`src/rtl/pif_defines.svh`:
```
// Register indices, field positions, reset values and constants of the block.
`ifndef PIF_DEFINES_SVH
`define PIF_DEFINES_SVH

// ****************************************************************
// Register indices (byte address is four times the index)
// ****************************************************************
`define PIF_IDX_PERIPH_IRQ_ENABLE_2     6'h11
`define PIF_IDX_PERIPH_IRQ_REQUEST_1     6'h16
`define PIF_IDX_CTRL     6'h20
`define PIF_IDX_T1PER    6'h21
`define PIF_IDX_T2PER    6'h22
`define PIF_IDX_T3PERL   6'h23
`define PIF_IDX_T3PERH   6'h24
`define PIF_IDX_PORTREF  6'h25
`define PIF_IDX_ISTAT    6'h26
`define PIF_IDX_IMASK    6'h27

// ****************************************************************
// Field positions and masks
// ****************************************************************
`define PIF_PERIPH_IRQ_ENABLE_2_MASK    8'hEF
`define PIF_CTRL_GID     0
`define PIF_CTRL_C1P3    1
`define PIF_CTRL_T16     2

// ****************************************************************
// Reset values and constants
// ****************************************************************
`define PIF_PERIPH_IRQ_ENABLE_2_RST     8'h00
`define PIF_CTRL_RST     3'h1
`define PIF_PER_RST      8'hFF
`define PIF_TX_RST       1'h1
`define PIF_RX_RST       1'h0
`define PIF_T3_MAX       16'hFFFF

`endif

```
`src/rtl/pif_pkg.sv`:
```
// Types shared by the peripheral interrupt flag and enable block.
package pif_pkg;
	typedef logic [7:0]  pif_byte_t;
	typedef logic [31:0] pif_word_t;
	typedef logic [5:0]  pif_ev_t;
endpackage : pif_pkg

```
`src/rtl/pif_sync.sv`:
```
// Two-stage synchroniser for the port and capture pins.
module pif_sync (
	input  wire logic       ref_clk, // Core clock.
	input  wire logic       rst_n,   // Synchronous reset, active low.
	input  wire logic [9:0] din,     // Asynchronous pin levels.
	output logic      [9:0] dout     // Synchronised levels.
);
	logic [9:0] meta_q;

	always_ff @(posedge ref_clk) begin
		if (!rst_n) begin
			meta_q <= 10'h000;
			dout   <= 10'h000;
		end else begin
			meta_q <= din;
			dout   <= meta_q;
		end
	end
endmodule : pif_sync

```
`src/rtl/pif_irq_ctrl.sv`:
```
// Peripheral interrupt request and enable registers with APB access.
//
// Added by the designer: the APB register port.
`include "pif_defines.svh"

module pif_irq_ctrl (
	input  wire logic             ref_clk,     // Core clock, 250 MHz.
	input  wire logic             rst_n,       // Synchronous reset, active low.
	input  wire logic             psel,        // APB select.
	input  wire logic             penable,     // APB access phase.
	input  wire logic             pwrite,      // APB write.
	input  wire logic [7:0]       paddr,       // APB byte address.
	input  wire pif_pkg::pif_word_t pwdata,    // APB write data.
	input  wire logic [3:0]       pstrb,       // APB byte strobes.
	output pif_pkg::pif_word_t    prdata,      // APB read data.
	output logic                  pready,      // APB ready.
	output logic                  pslverr,     // APB error, unmapped address.
	input  wire pif_pkg::pif_byte_t portPins,  // Monitored port pins.
	input  wire logic             cap1Pin,     // Capture one pin.
	input  wire logic             cap2Pin,     // Capture two pin.
	input  wire pif_pkg::pif_byte_t tmr1Count, // Timer one count.
	input  wire pif_pkg::pif_byte_t tmr2Count, // Timer two count.
	input  wire logic [15:0]      tmr3Count,   // Timer three count.
	input  wire logic             usart1TxEmpty, // USART1 transmit buffer empty.
	input  wire logic             usart1RxFull,  // USART1 receive buffer full.
	input  wire pif_pkg::pif_byte_t pie1Enables, // First enable register.
	input  wire pif_pkg::pif_byte_t pir2Flags,   // Second request register.
	output pif_pkg::pif_byte_t    pieEnable2,  // Second enable register.
	output pif_pkg::pif_byte_t    pirRequest1, // First request register.
	output logic                  periphPendingFlag, // Peripheral pending.
	output logic                  globalIrqDisable,  // Global disable bit.
	output logic                  capture1Period3Select, // Timer three mode.
	output logic                  timer1WidthSelect,     // Timer one width.
	output logic                  irq          // Block interrupt, active high.
);
	import pif_pkg::*;

	// ****************************************************************
	// Storage
	// ****************************************************************
	pif_byte_t  periph_irq_enable_2_q;
	logic [5:0] pir1Sw_q;
	logic       txFlag_q;
	logic       rxFlag_q;
	logic [2:0] ctrl_q;
	pif_byte_t  t1Per_q;
	pif_byte_t  t2Per_q;
	pif_byte_t  t3PerL_q;
	pif_byte_t  t3PerH_q;
	pif_byte_t  portRef_q;
	pif_ev_t    stat_q;
	pif_ev_t    mask_q;
	logic       irq_q;
	logic       pend_q;
	pif_byte_t  t1Prev_q;
	pif_byte_t  t2Prev_q;
	logic [15:0] t3Prev_q;
	logic [1:0] capPrev_q;
	pif_word_t  prdata_q;
	logic       pready_q;
	logic       pslverr_q;
	logic [9:0] syncd;

	// ****************************************************************
	// Helpers
	// ****************************************************************
	// True when a count has rolled to zero from the compare value.
	function automatic logic rolled(input logic [15:0] prev,
			input logic [15:0] now, input logic [15:0] per);
		rolled = (prev == per) && (now == 16'h0000);
	endfunction : rolled

	function automatic logic isReg(input logic [5:0] a, input logic [5:0] r);
		isReg = (a == r);
	endfunction : isReg

	// ****************************************************************
	// Pin synchronisation
	// ****************************************************************
	pif_sync u_sync (
		.ref_clk (ref_clk),
		.rst_n   (rst_n),
		.din     ({portPins, cap2Pin, cap1Pin}),
		.dout    (syncd)
	);

	wire pif_byte_t portNow = syncd[9:2];
	wire [1:0]      capNow  = syncd[1:0];

	// ****************************************************************
	// APB decode
	// ****************************************************************
	wire       acc     = psel && penable;
	wire [5:0] idx     = paddr[7:2];
	wire       aligned = (paddr[1:0] == 2'h0);
	wire       mapped  = aligned && (isReg(idx, `PIF_IDX_PERIPH_IRQ_ENABLE_2) ||
			isReg(idx, `PIF_IDX_PERIPH_IRQ_REQUEST_1) || isReg(idx, `PIF_IDX_CTRL) ||
			isReg(idx, `PIF_IDX_T1PER) || isReg(idx, `PIF_IDX_T2PER) ||
			isReg(idx, `PIF_IDX_T3PERL) || isReg(idx, `PIF_IDX_T3PERH) ||
			isReg(idx, `PIF_IDX_PORTREF) || isReg(idx, `PIF_IDX_ISTAT) ||
			isReg(idx, `PIF_IDX_IMASK));
	// Writes take effect only at the edge where the access completes.
	wire       wrDone  = acc && pready_q && pwrite && aligned && pstrb[0];
	wire       rdDone  = acc && pready_q && !pwrite && aligned;
	wire       wrPie2  = wrDone && isReg(idx, `PIF_IDX_PERIPH_IRQ_ENABLE_2);
	wire       wrPir1  = wrDone && isReg(idx, `PIF_IDX_PERIPH_IRQ_REQUEST_1);
	wire       wrCtrl  = wrDone && isReg(idx, `PIF_IDX_CTRL);
	wire       wrT1    = wrDone && isReg(idx, `PIF_IDX_T1PER);
	wire       wrT2    = wrDone && isReg(idx, `PIF_IDX_T2PER);
	wire       wrT3L   = wrDone && isReg(idx, `PIF_IDX_T3PERL);
	wire       wrT3H   = wrDone && isReg(idx, `PIF_IDX_T3PERH);
	wire       wrStat  = wrDone && isReg(idx, `PIF_IDX_ISTAT);
	wire       wrMask  = wrDone && isReg(idx, `PIF_IDX_IMASK);
	// Reading the port snapshot re-arms the change detector.
	wire       rdPort  = rdDone && isReg(idx, `PIF_IDX_PORTREF);

	wire pif_byte_t pir1Full = {pir1Sw_q, txFlag_q, rxFlag_q};
	wire pif_byte_t rdMux =
		isReg(idx, `PIF_IDX_PERIPH_IRQ_ENABLE_2)    ? periph_irq_enable_2_q :
		isReg(idx, `PIF_IDX_PERIPH_IRQ_REQUEST_1)    ? pir1Full :
		isReg(idx, `PIF_IDX_CTRL)    ? {5'h00, ctrl_q} :
		isReg(idx, `PIF_IDX_T1PER)   ? t1Per_q :
		isReg(idx, `PIF_IDX_T2PER)   ? t2Per_q :
		isReg(idx, `PIF_IDX_T3PERL)  ? t3PerL_q :
		isReg(idx, `PIF_IDX_T3PERH)  ? t3PerH_q :
		isReg(idx, `PIF_IDX_PORTREF) ? portNow :
		isReg(idx, `PIF_IDX_ISTAT)   ? {2'h0, stat_q} :
		isReg(idx, `PIF_IDX_IMASK)   ? {2'h0, mask_q} : 8'h00;

	// ****************************************************************
	// Event detection
	// ****************************************************************
	wire sel13 = ctrl_q[`PIF_CTRL_C1P3];
	wire t16   = ctrl_q[`PIF_CTRL_T16];
	wire portEv = (portNow != portRef_q);
	wire t3OvEv = sel13 && rolled(t3Prev_q, tmr3Count, `PIF_T3_MAX);
	wire t3PrEv = !sel13 && rolled(t3Prev_q, tmr3Count, {t3PerH_q, t3PerL_q});
	wire t3Ev   = t3OvEv || t3PrEv;
	wire t2Ev   = !t16 && rolled({8'h00, t2Prev_q}, {8'h00, tmr2Count},
			{8'h00, t2Per_q});
	wire t1Ev8  = !t16 && rolled({8'h00, t1Prev_q}, {8'h00, tmr1Count},
			{8'h00, t1Per_q});
	wire t1Ev16 = t16 && rolled({t2Prev_q, t1Prev_q}, {tmr2Count, tmr1Count},
			{t2Per_q, t1Per_q});
	wire t1Ev   = t1Ev8 || t1Ev16;
	wire cap2Ev = capNow[1] && !capPrev_q[1];
	wire cap1Ev = capNow[0] && !capPrev_q[0];
	wire pif_ev_t ev = {portEv, t3Ev, t2Ev, t1Ev, cap2Ev, cap1Ev};

	// ****************************************************************
	// Next values
	// ****************************************************************
	// set wins, enables ignored
	wire [5:0] pir1Sw_d = (wrPir1 ? pwdata[7:2] : pir1Sw_q) | ev;
	wire pif_byte_t periph_irq_enable_2_d = wrPie2 ? (pwdata[7:0] & `PIF_PERIPH_IRQ_ENABLE_2_MASK) : periph_irq_enable_2_q;
	wire pif_ev_t stat_d = (wrStat ? (stat_q & ~pwdata[5:0]) : stat_q) | ev;
	wire pend_d = |(pir1Full & pie1Enables) || |(pir2Flags & periph_irq_enable_2_q);

	// ****************************************************************
	// APB slave, one wait state
	// ****************************************************************
	always_ff @(posedge ref_clk) begin
		if (!rst_n) begin
			pready_q  <= 1'b0;
			pslverr_q <= 1'b0;
			prdata_q  <= 32'h0000_0000;
		end else begin
			pready_q  <= acc && !pready_q;
			pslverr_q <= acc && !pready_q && !mapped;
			prdata_q  <= (acc && !pready_q && !pwrite) ? {24'h000000, rdMux} : 32'h0;
		end
	end

	// ****************************************************************
	// Registers
	// ****************************************************************
	always_ff @(posedge ref_clk) begin
		if (!rst_n) begin
			periph_irq_enable_2_q   <= `PIF_PERIPH_IRQ_ENABLE_2_RST;
			pir1Sw_q <= 6'h00;
			txFlag_q <= `PIF_TX_RST;
			rxFlag_q <= `PIF_RX_RST;
			ctrl_q   <= `PIF_CTRL_RST;
			t1Per_q  <= `PIF_PER_RST;
			t2Per_q  <= `PIF_PER_RST;
			t3PerL_q <= `PIF_PER_RST;
			t3PerH_q <= `PIF_PER_RST;
			stat_q   <= 6'h00;
			mask_q   <= 6'h00;
			irq_q    <= 1'b0;
			pend_q   <= 1'b0;
		end else begin
			periph_irq_enable_2_q   <= periph_irq_enable_2_d;
			pir1Sw_q <= pir1Sw_d;
			txFlag_q <= usart1TxEmpty;
			rxFlag_q <= usart1RxFull;
			ctrl_q   <= wrCtrl ? pwdata[2:0] : ctrl_q;
			t1Per_q  <= wrT1 ? pwdata[7:0] : t1Per_q;
			t2Per_q  <= wrT2 ? pwdata[7:0] : t2Per_q;
			t3PerL_q <= wrT3L ? pwdata[7:0] : t3PerL_q;
			t3PerH_q <= wrT3H ? pwdata[7:0] : t3PerH_q;
			stat_q   <= stat_d;
			mask_q   <= wrMask ? pwdata[5:0] : mask_q;
			// The interrupt output is one register stage behind the masked status.
			irq_q    <= |(stat_q & mask_q);
			pend_q   <= pend_d;
		end
	end

	// ****************************************************************
	// Source history
	// ****************************************************************
	always_ff @(posedge ref_clk) begin
		if (!rst_n) begin
			portRef_q <= 8'h00;
			t1Prev_q  <= 8'h00;
			t2Prev_q  <= 8'h00;
			t3Prev_q  <= 16'h0000;
			capPrev_q <= 2'h0;
		end else begin
			portRef_q <= rdPort ? portNow : portRef_q;
			t1Prev_q  <= tmr1Count;
			t2Prev_q  <= tmr2Count;
			t3Prev_q  <= tmr3Count;
			capPrev_q <= capNow;
		end
	end

	// ****************************************************************
	// Outputs
	// ****************************************************************
	assign prdata                = prdata_q;
	assign pready                = pready_q;
	assign pslverr               = pslverr_q;
	assign pieEnable2            = periph_irq_enable_2_q;
	assign pirRequest1           = pir1Full;
	assign periphPendingFlag     = pend_q;
	assign globalIrqDisable      = ctrl_q[`PIF_CTRL_GID];
	assign capture1Period3Select = ctrl_q[`PIF_CTRL_C1P3];
	assign timer1WidthSelect     = ctrl_q[`PIF_CTRL_T16];
	assign irq                   = irq_q;
endmodule : pif_irq_ctrl

```
`config.mk`:
```
export PLATFORM = sky130hd
export DESIGN_NAME = pif_irq_ctrl
export DESIGN_NICKNAME = d
export VERILOG_FILES = /design/src/rtl/pif_pkg.sv /design/src/rtl/pif_sync.sv /design/src/rtl/pif_irq_ctrl.sv
export VERILOG_INCLUDE_DIRS = /design/src /design/src/rtl
export SDC_FILE = /design/constraint.sdc
export NUM_CORES = 1
export LEC_CHECK = 0
export BUFFER_PORTS_ARGS = -buffer_cell sky130_fd_sc_hd__buf_2
export CAP_MARGIN = 25
export CORE_ASPECT_RATIO = 0.6
export CORE_MARGIN = 2
export CORE_UTILIZATION = 38
export CTS_BUF_LIST = sky130_fd_sc_hd__clkbuf_16
export CTS_CLUSTER_SIZE = 10
export DETAILED_ROUTE_END_ITERATION = 7
export GPL_ROUTABILITY_DRIVEN = 0
export GPL_TIMING_DRIVEN = 1
export HOLD_SLACK_MARGIN = 0.06
export PLACE_DENSITY_LB_ADDON = 0.05
export SYNTH_ARGS = -nofsm -noshare
export SYNTH_HDL_FRONTEND = slang
export SYNTH_SLANG_ARGS = --single-unit
export TNS_END_PERCENT = 10
```
`constraint.sdc`:
```
create_clock -name ref_clk -period 3.05 [get_ports ref_clk]
set_input_delay 0.4575 -clock ref_clk [delete_from_list [all_inputs] [get_ports ref_clk]]
set_output_delay 0.4575 -clock ref_clk [all_outputs]
set_load 0.02 [all_outputs]
```
==> metrics.txt, run 1 <==
result of the run=finished, final reports clean; area inside the core boundary=15400 um^2; number of enable flip-flop cells after synthesis=0; Final TNS setup=0 ps; Worst Path Max Fanout=21; I/O pin total=164; via count normalized by instance count=5.16; routed vias=4956; antenna-violating nets left=0; stage delay of the slowest cell on the critical path=470 ps; category of the worst setup path capture point=flip-flop; chip width=166 um; overall routing resource usage=21.4%; final worst path period share=74.2%; sequential element share of the synthesized area=45.5%; total count of hold-check failures in the final report=0; count of unique library cells instantiated by Yosys=61; pin count of the biggest net entering global routing=94; number of antenna violations at the first check in global routing=0; DP Wirelength=13.1 mm; total overflow reported by the global router=0; Synth async-reset ratio=0%; worst relative slew slack=45.1%; chain of cells forming the critical path=or3b_1 -> or2_1 -> buf_4 -> nor2_2 -> mux2i_1 -> nand2_1; Yosys reg bits=136; worst min-delay path endpoint=txFlag_q$_SDFF_PN1_; number of hold buffers added after CTS=0; Detailed Route WL=17.8 mm; clock tree from TritonCTS=yes; setup slack on the worst flop-to-flop path=790 ps; netlist area before placement=5990 um^2; Starting DRT DRC Count=318; post-cts resize count=0; total power divided by cell area=593 nW/um^2; signal arrival time at the worst endpoint=2520 ps; R2R depth=6; setup repair after global routing missed its margin=false; level count of the clock H-tree=4; master of the slowest instance on the critical path=nor2_2; Post-layout nets=855; Vert. Die Dim=101 um; count of cells along the worst hold path=2; WP buf/inv=1; Slew Limit Fails=0; total number of placement rows=35; synthesized instance count=639; Final Critical Period=2260 ps; Yosys warning count=0; clock-pin slew on the worst setup and hold paths=60 ps; Peak VDD IR=0.333 mV; largest delay contributor family on the critical path=simple AND/OR/NAND/NOR gates; classification of the worst-slack hold path=input pin to flip-flop; start point of the worst hold path=usart1TxEmpty; vias in the first global route=4585; maximum clock frequency=0.442 GHz; standby leakage power=2.97 nW; Clock Skew=12.1 ps; total of buffers placed on input and output ports=110; number of antenna diodes=0; DR pass1 iterations=6; Critical Path Start Type=flip-flop; wire length of the first global-routing pass=27.1 mm; # DRC=0; Post-CTS Setup Inserts=0; total CTS buffers=17; maximum capacitance violations=0; final routed wire length divided by cell count=18.6 um; area post-placement=6640 um^2; clock net sink count=136; share of layout cells above drive strength 1=22.4%; Mapped Avg Cell Area=9.37 um^2; buffers from clock root to sink, at most=2; Least-Margin Pin Slew=824 ps; most frequently used flop master after synthesis=dfxtp_1; Crit Reg-Reg Endpoint=t2Per_q[1]$_SDFFE_PN1P_; total non-filler cell area in the finished layout=7250 um^2; signed area change from the synthesized netlist to the final layout=21.0%; initial core utilization=39.0%; endpoints failing setup=0; number of fill cells in the layout=1470; required time at the worst-slack endpoint=3310 ps; FF-to-FF Start=pready$_SDFF_PN0_; worst setup path category=flip-flop to flip-flop; clock root buffer=clkbuf_16; clock latency on the worst-skew pair=410 ps; die footprint=16800 um^2
[layout make-up]
| class | instances | area (um^2) | area share (%) |
|---|---|---|---|
| inverters | 5 | 18.8 | 0.259 |
| clock buffers | 17 | 425 | 5.87 |
| repair buffers | 124 | 656 | 9.05 |
| clock inverters | 14 | 184 | 2.54 |
| multi-input cells | 462 | 2990 | 41.2 |
| flip-flops and latches | 136 | 2720 | 37.6 |
| well taps | 203 | 254 | 3.50 |
[how the worst max path moves through the flow]
stage | from | endpoint | slack, ps | depth (start not counted)
after floorplan | paddr[1] | pir1Sw_q[4]$_SDFF_PN0_ | 900 | 7
final | pready$_SDFF_PN0_ | t2Per_q[1]$_SDFFE_PN1P_ | 790 | 6
after detailed placement | paddr[1] | t2Per_q[1]$_SDFFE_PN1P_ | 550 | 7
after CTS | pready$_SDFF_PN0_ | t2Per_q[1]$_SDFFE_PN1P_ | 790 | 6
after global routing | pready$_SDFF_PN0_ | t2Per_q[1]$_SDFFE_PN1P_ | 640 | 6
after global placement | paddr[1] | t2Per_q[7]$_SDFFE_PN1P_ | 590 | 7
[worst register-to-register path, stage by stage (launching register included)]
cell	delay, ps
dfxtp_1	350
or3b_1	380
or2_1	330
buf_4	250
nor2_2	490
mux2i_1	250
nand2_1	70
[per-layer routing]
metal  global-route usage [%]  vias to the layer above  part of all wire [%]
met3                     6.72                       18                   8.8
met4                     5.15                        0                  0.96
li1                         -                     2417                     -
met2                     28.5                      204                    38
met5                        0                        -                     0
met1                     32.7                     2317                    52
[report_power, final]
part           total (mW)  switching (mW)  internal, mW
Sequential           1.85          0.0302          1.82
Combinational       0.307           0.188         0.119
Clock                2.14           0.781          1.36
Total                4.30           0.999          3.30
[cells in the mapped netlist, drive strengths merged, types with 3 or more instances]
cell    instances  area share [%]
mux2i          45             7.5
a22o            5            0.73
and3            3            0.31
clkbuf         23             1.4
a32oi           6            0.88
o21a            4            0.50
o21ai          28             2.3
inv             5            0.31
nand4          12             1.3
mux4            3             1.1
xnor2          28             4.1
xor2           12             1.8
nor4           14             1.7
nand3           5            0.42
nand2b         12             1.4
a21oi          25             2.1
buf            37             4.4
mux2            4            0.81
nand2          57             3.6
o211ai          4            0.50
nor3           16             1.5
nor2b           7            0.73
a211oi          3            0.38
and2           57             6.0
a31oi           5            0.52
dfxtp         136              45
a22oi           8             1.0
a221oi          6            0.88
nor2           41             2.7
[per-stage QoR]
step / cells / worst slack [ps] / utilization, % / total power [mW] / hold slack [ps]
2_1_floorplan: 663 / 896 / - / 2.09 / 412
6_report: 961 / 786 / 47.2 / 4.30 / 227
5_1_grt: 961 / 641 / 47.2 / 4.44 / 223
3_5_place_dp: 930 / 552 / 43.2 / 2.20 / 418
4_1_cts: 961 / 786 / 47.2 / 4.33 / 214
3_3_place_gp: 930 / 587 / 43.2 / 2.19 / 420
[sequential cells by signal (all words and copies together) (netlist names), 7 cells and up]
name           flops
t3PerL_q           8
t1Prev_q           8
t2Prev_q           8
u_sync.meta_q     10
t2Per_q            8
t1Per_q            8
t3Prev_q          16
portRef_q          8
pieEnable2         7
prdata             8
u_sync.dout       10
t3PerH_q           8
[cell families after synthesis]
family,Yosys count,share of synthesized area (%)
AOI/OAI and AO/OA,109,11.9
xor gates and xnor gates,40,5.85
buffers and inverters,65,6.16
DFF,136,45.5
muxes,52,9.46
other,1,0.0626
and+or+nand+nor,236,21.1
[cell usage in the layout, fill, tap and decap left out, drive strengths merged, types with 5 or more instances in the layout]
cell type and count:
nand3 5, xnor2 28, conb 25, nand2 57
inv 8, a21oi 25, and2 57, nand4 12
o21ai 28, mux2i 45, clkinv 5, nand2b 12
a221oi 6, a32oi 6, nor2 41, a22oi 8
a31oi 5, a22o 5, nor4 14, clkbuf 17
nor3 16, nor2b 7, xor2 12, dfxtp 136
buf 124
Note: power is estimated with default switching activity, not from simulation.
==> run 2: changes to the inputs <==
==> constraint.sdc (replaced) <==
create_clock -name ref_clk -period 2 [get_ports ref_clk]
set_input_delay 0.3 -clock ref_clk [delete_from_list [all_inputs] [get_ports ref_clk]]
set_output_delay 0.3 -clock ref_clk [all_outputs]
set_load 0.02 [all_outputs]
==> metrics.txt, run 2 (synthesized netlist as in run 1, its figures left out) <==
result of the run=finished, final reports clean (unchanged); total number of placement rows=35 (unchanged); final routed wire length divided by cell count=18.1 um (was 18.6 um); Critical Path Start Type=flip-flop (unchanged); total power divided by cell area=832 nW/um^2 (was 593 nW/um^2); initial core utilization=39.0% (unchanged); total of buffers placed on input and output ports=110 (unchanged); Post-layout nets=881 (was 855); clock net sink count=136 (unchanged); Peak VDD IR=0.450 mV (was 0.333 mV); worst setup path category=flip-flop to flip-flop (unchanged); clock latency on the worst-skew pair=420 ps (was 410 ps); Slew Limit Fails=0 (unchanged); Global Route met2 Usage=28.8% (was 28.5%); number of antenna violations at the first check in global routing=0 (unchanged); Detailed Route WL=17.9 mm (was 17.8 mm); sequential cell area=2730 um^2 (was 2720 um^2); start point of the worst hold path=usart1TxEmpty (unchanged); signed area change from the synthesized netlist to the final layout=24.2% (was 21.0%); routed vias=5081 (was 4956); first element of the critical path=pready$_SDFF_PN0_ (unchanged); final worst path period share=93.9% (was 74.2%); antenna-violating nets left=0 (unchanged); maximum capacitance violations=0 (unchanged); pin count of the biggest net entering global routing=52 (was 94); max FFs per register=16 (unchanged); total overflow reported by the global router=0 (unchanged); area inside the core boundary=15400 um^2 (unchanged); met1 track demand over resource=34.3% (was 32.7%); required time at the worst-slack endpoint=2290 ps (was 3310 ps); wire length of the first global-routing pass=27.9 mm (was 27.1 mm); setup repair after global routing missed its margin=false (unchanged); most crowded layer after global routing=met1 (unchanged); final cell count without fillers=987 (was 961); endpoints failing setup=0 (unchanged); buffers from clock root to sink, at most=2 (unchanged); die footprint=16800 um^2 (unchanged); most common library cell in the layout ignoring fill and taps=dfxtp_1 (unchanged); DR pass1 iterations=5 (was 6); signal arrival time at the worst endpoint=2170 ps (was 2520 ps); most flop-heavy register=t3Prev_q (unchanged); DP Wirelength=13.4 mm (was 13.1 mm); share of layout cells above drive strength 1=25.3% (was 22.4%); # DRC=0 (unchanged); area post-placement=6890 um^2 (was 6640 um^2); Total Power=6.19 mW (was 4.30 mW); standby leakage power=3.08 nW (was 2.97 nW); total non-filler cell area in the finished layout=7440 um^2 (was 7250 um^2); classification of the worst-slack hold path=input pin to flip-flop (unchanged); via count normalized by instance count=5.15 (was 5.16); number of antenna diodes=0 (unchanged); Hold WS=71.9 ps (was 227 ps); largest registers in the final layout=t3Prev_q (16), u_sync.dout (10), u_sync.meta_q (10) (unchanged); Least-Margin Pin Slew=725 ps (was 824 ps); Final TNS setup=0 ps (unchanged); clock tree from TritonCTS=yes (unchanged); number of fill cells in the layout=1476 (was 1470); area occupied by multi-input gates=3000 um^2 (was 2990 um^2); I/O pin total=164 (unchanged); total CTS buffers=17 (unchanged); worst relative slew slack=51.2% (was 45.1%); Inst Count DP=956 (was 930); Clock Skew=9.94 ps (was 12.1 ps); FF-to-FF Start=pready$_SDFF_PN0_ (unchanged); clock-pin slew on the worst setup and hold paths=60 ps (about the same); Worst Path Max Fanout=8 (was 21); category of the worst setup path capture point=flip-flop (unchanged); vias in the first global route=4762 (was 4585); maximum clock frequency=0.533 GHz (was 0.442 GHz); commonest non-fill, non-tap cells in the layout=134 x dfxtp_1, 110 x buf_2, 57 x nand2_1, 57 x and2_1, 45 x mux2i_1 (was 136 x dfxtp_1, 110 x buf_2, 57 x nand2_1, 57 x and2_1, 45 x mux2i_1); Vert. Die Dim=101 um (unchanged); overall routing resource usage=21.9% (was 21.4%); Final Critical Period=1880 ps (was 2260 ps); chip width=166 um (unchanged); met3 demand-to-capacity share in global routing=5.12% (was 6.72%); Starting DRT DRC Count=322 (was 318); Post-CTS Setup Inserts=0 (unchanged); clock root buffer=clkbuf_16 (unchanged); total count of hold-check failures in the final report=0 (unchanged); level count of the clock H-tree=4 (unchanged)
## run 2: cell count changes in the layout (fill, tap and decap cells not counted), moves of 2 or more
cell	delta
buf_12	+4
nor2_4	+2
dfxtp_1	-2
nor2_2	-2
clkinv_1	+2
buf_4	+22
bufinv_16	-3
## run 2: area by class of cell
| cell class | instances | area share, % |
|---|---|---|
| clock buffers | 17 | 5.72 |
| inverters | 5 | 0.252 |
| repair buffers | 150 | 12.1 |
| flip-flops and latches | 136 | 36.7 |
| well taps | 203 | 3.41 |
| multi-input cells | 462 | 40.3 |
| clock inverters | 14 | 1.50 |
## run 2: power breakdown
part | switching (mW) | internal (mW)
registers | 0.0456 | 2.78
clock network | 1.18 | 1.68
logic | 0.294 | 0.198
total | 1.52 | 4.66
## run 2: stage by stage
stage	utilization [%]	worst slack (ps)
final	48.4	123
after global routing	48.4	10.3
after CTS	48.3	80.1
after detailed placement	44.8	-97.2
after global placement	44.8	-79.4
after floorplan	-	1.62
## run 2: what timing repair did
action	in CTS	in global routing
endpoints found under the setup margin	1	2
cloned	0	0
resized for setup	1	3
hold buffers	0	0
## run 2: worst paths after layout
path | end | slack (ps) | cells after the start
worst max-delay path | t2Per_q[0]$_SDFFE_PN1P_ | 120 | 7
worst max register to register | t2Per_q[0]$_SDFFE_PN1P_ | 120 | 7
worst min-delay path | txFlag_q$_SDFF_PN1_ | 70 | 2
worst min register to register | u_sync.dout[6]$_SDFF_PN0_ | 430 | 1
## run 2: routing by layer
metal	part of all wire, %	up-vias
met4	1.1	0
met3	8.7	17
met2	38	228
met5	0	-
li1	-	2458
met1	53	2378
## run 2: critical path, cell delays in order (launching register included)
cell and delay (ps):
dfxtp_4 340, or3b_1 370, or2_4 300, buf_12 160
nor2_2 150, buf_12 150, mux2i_1 200, nand2_1 60
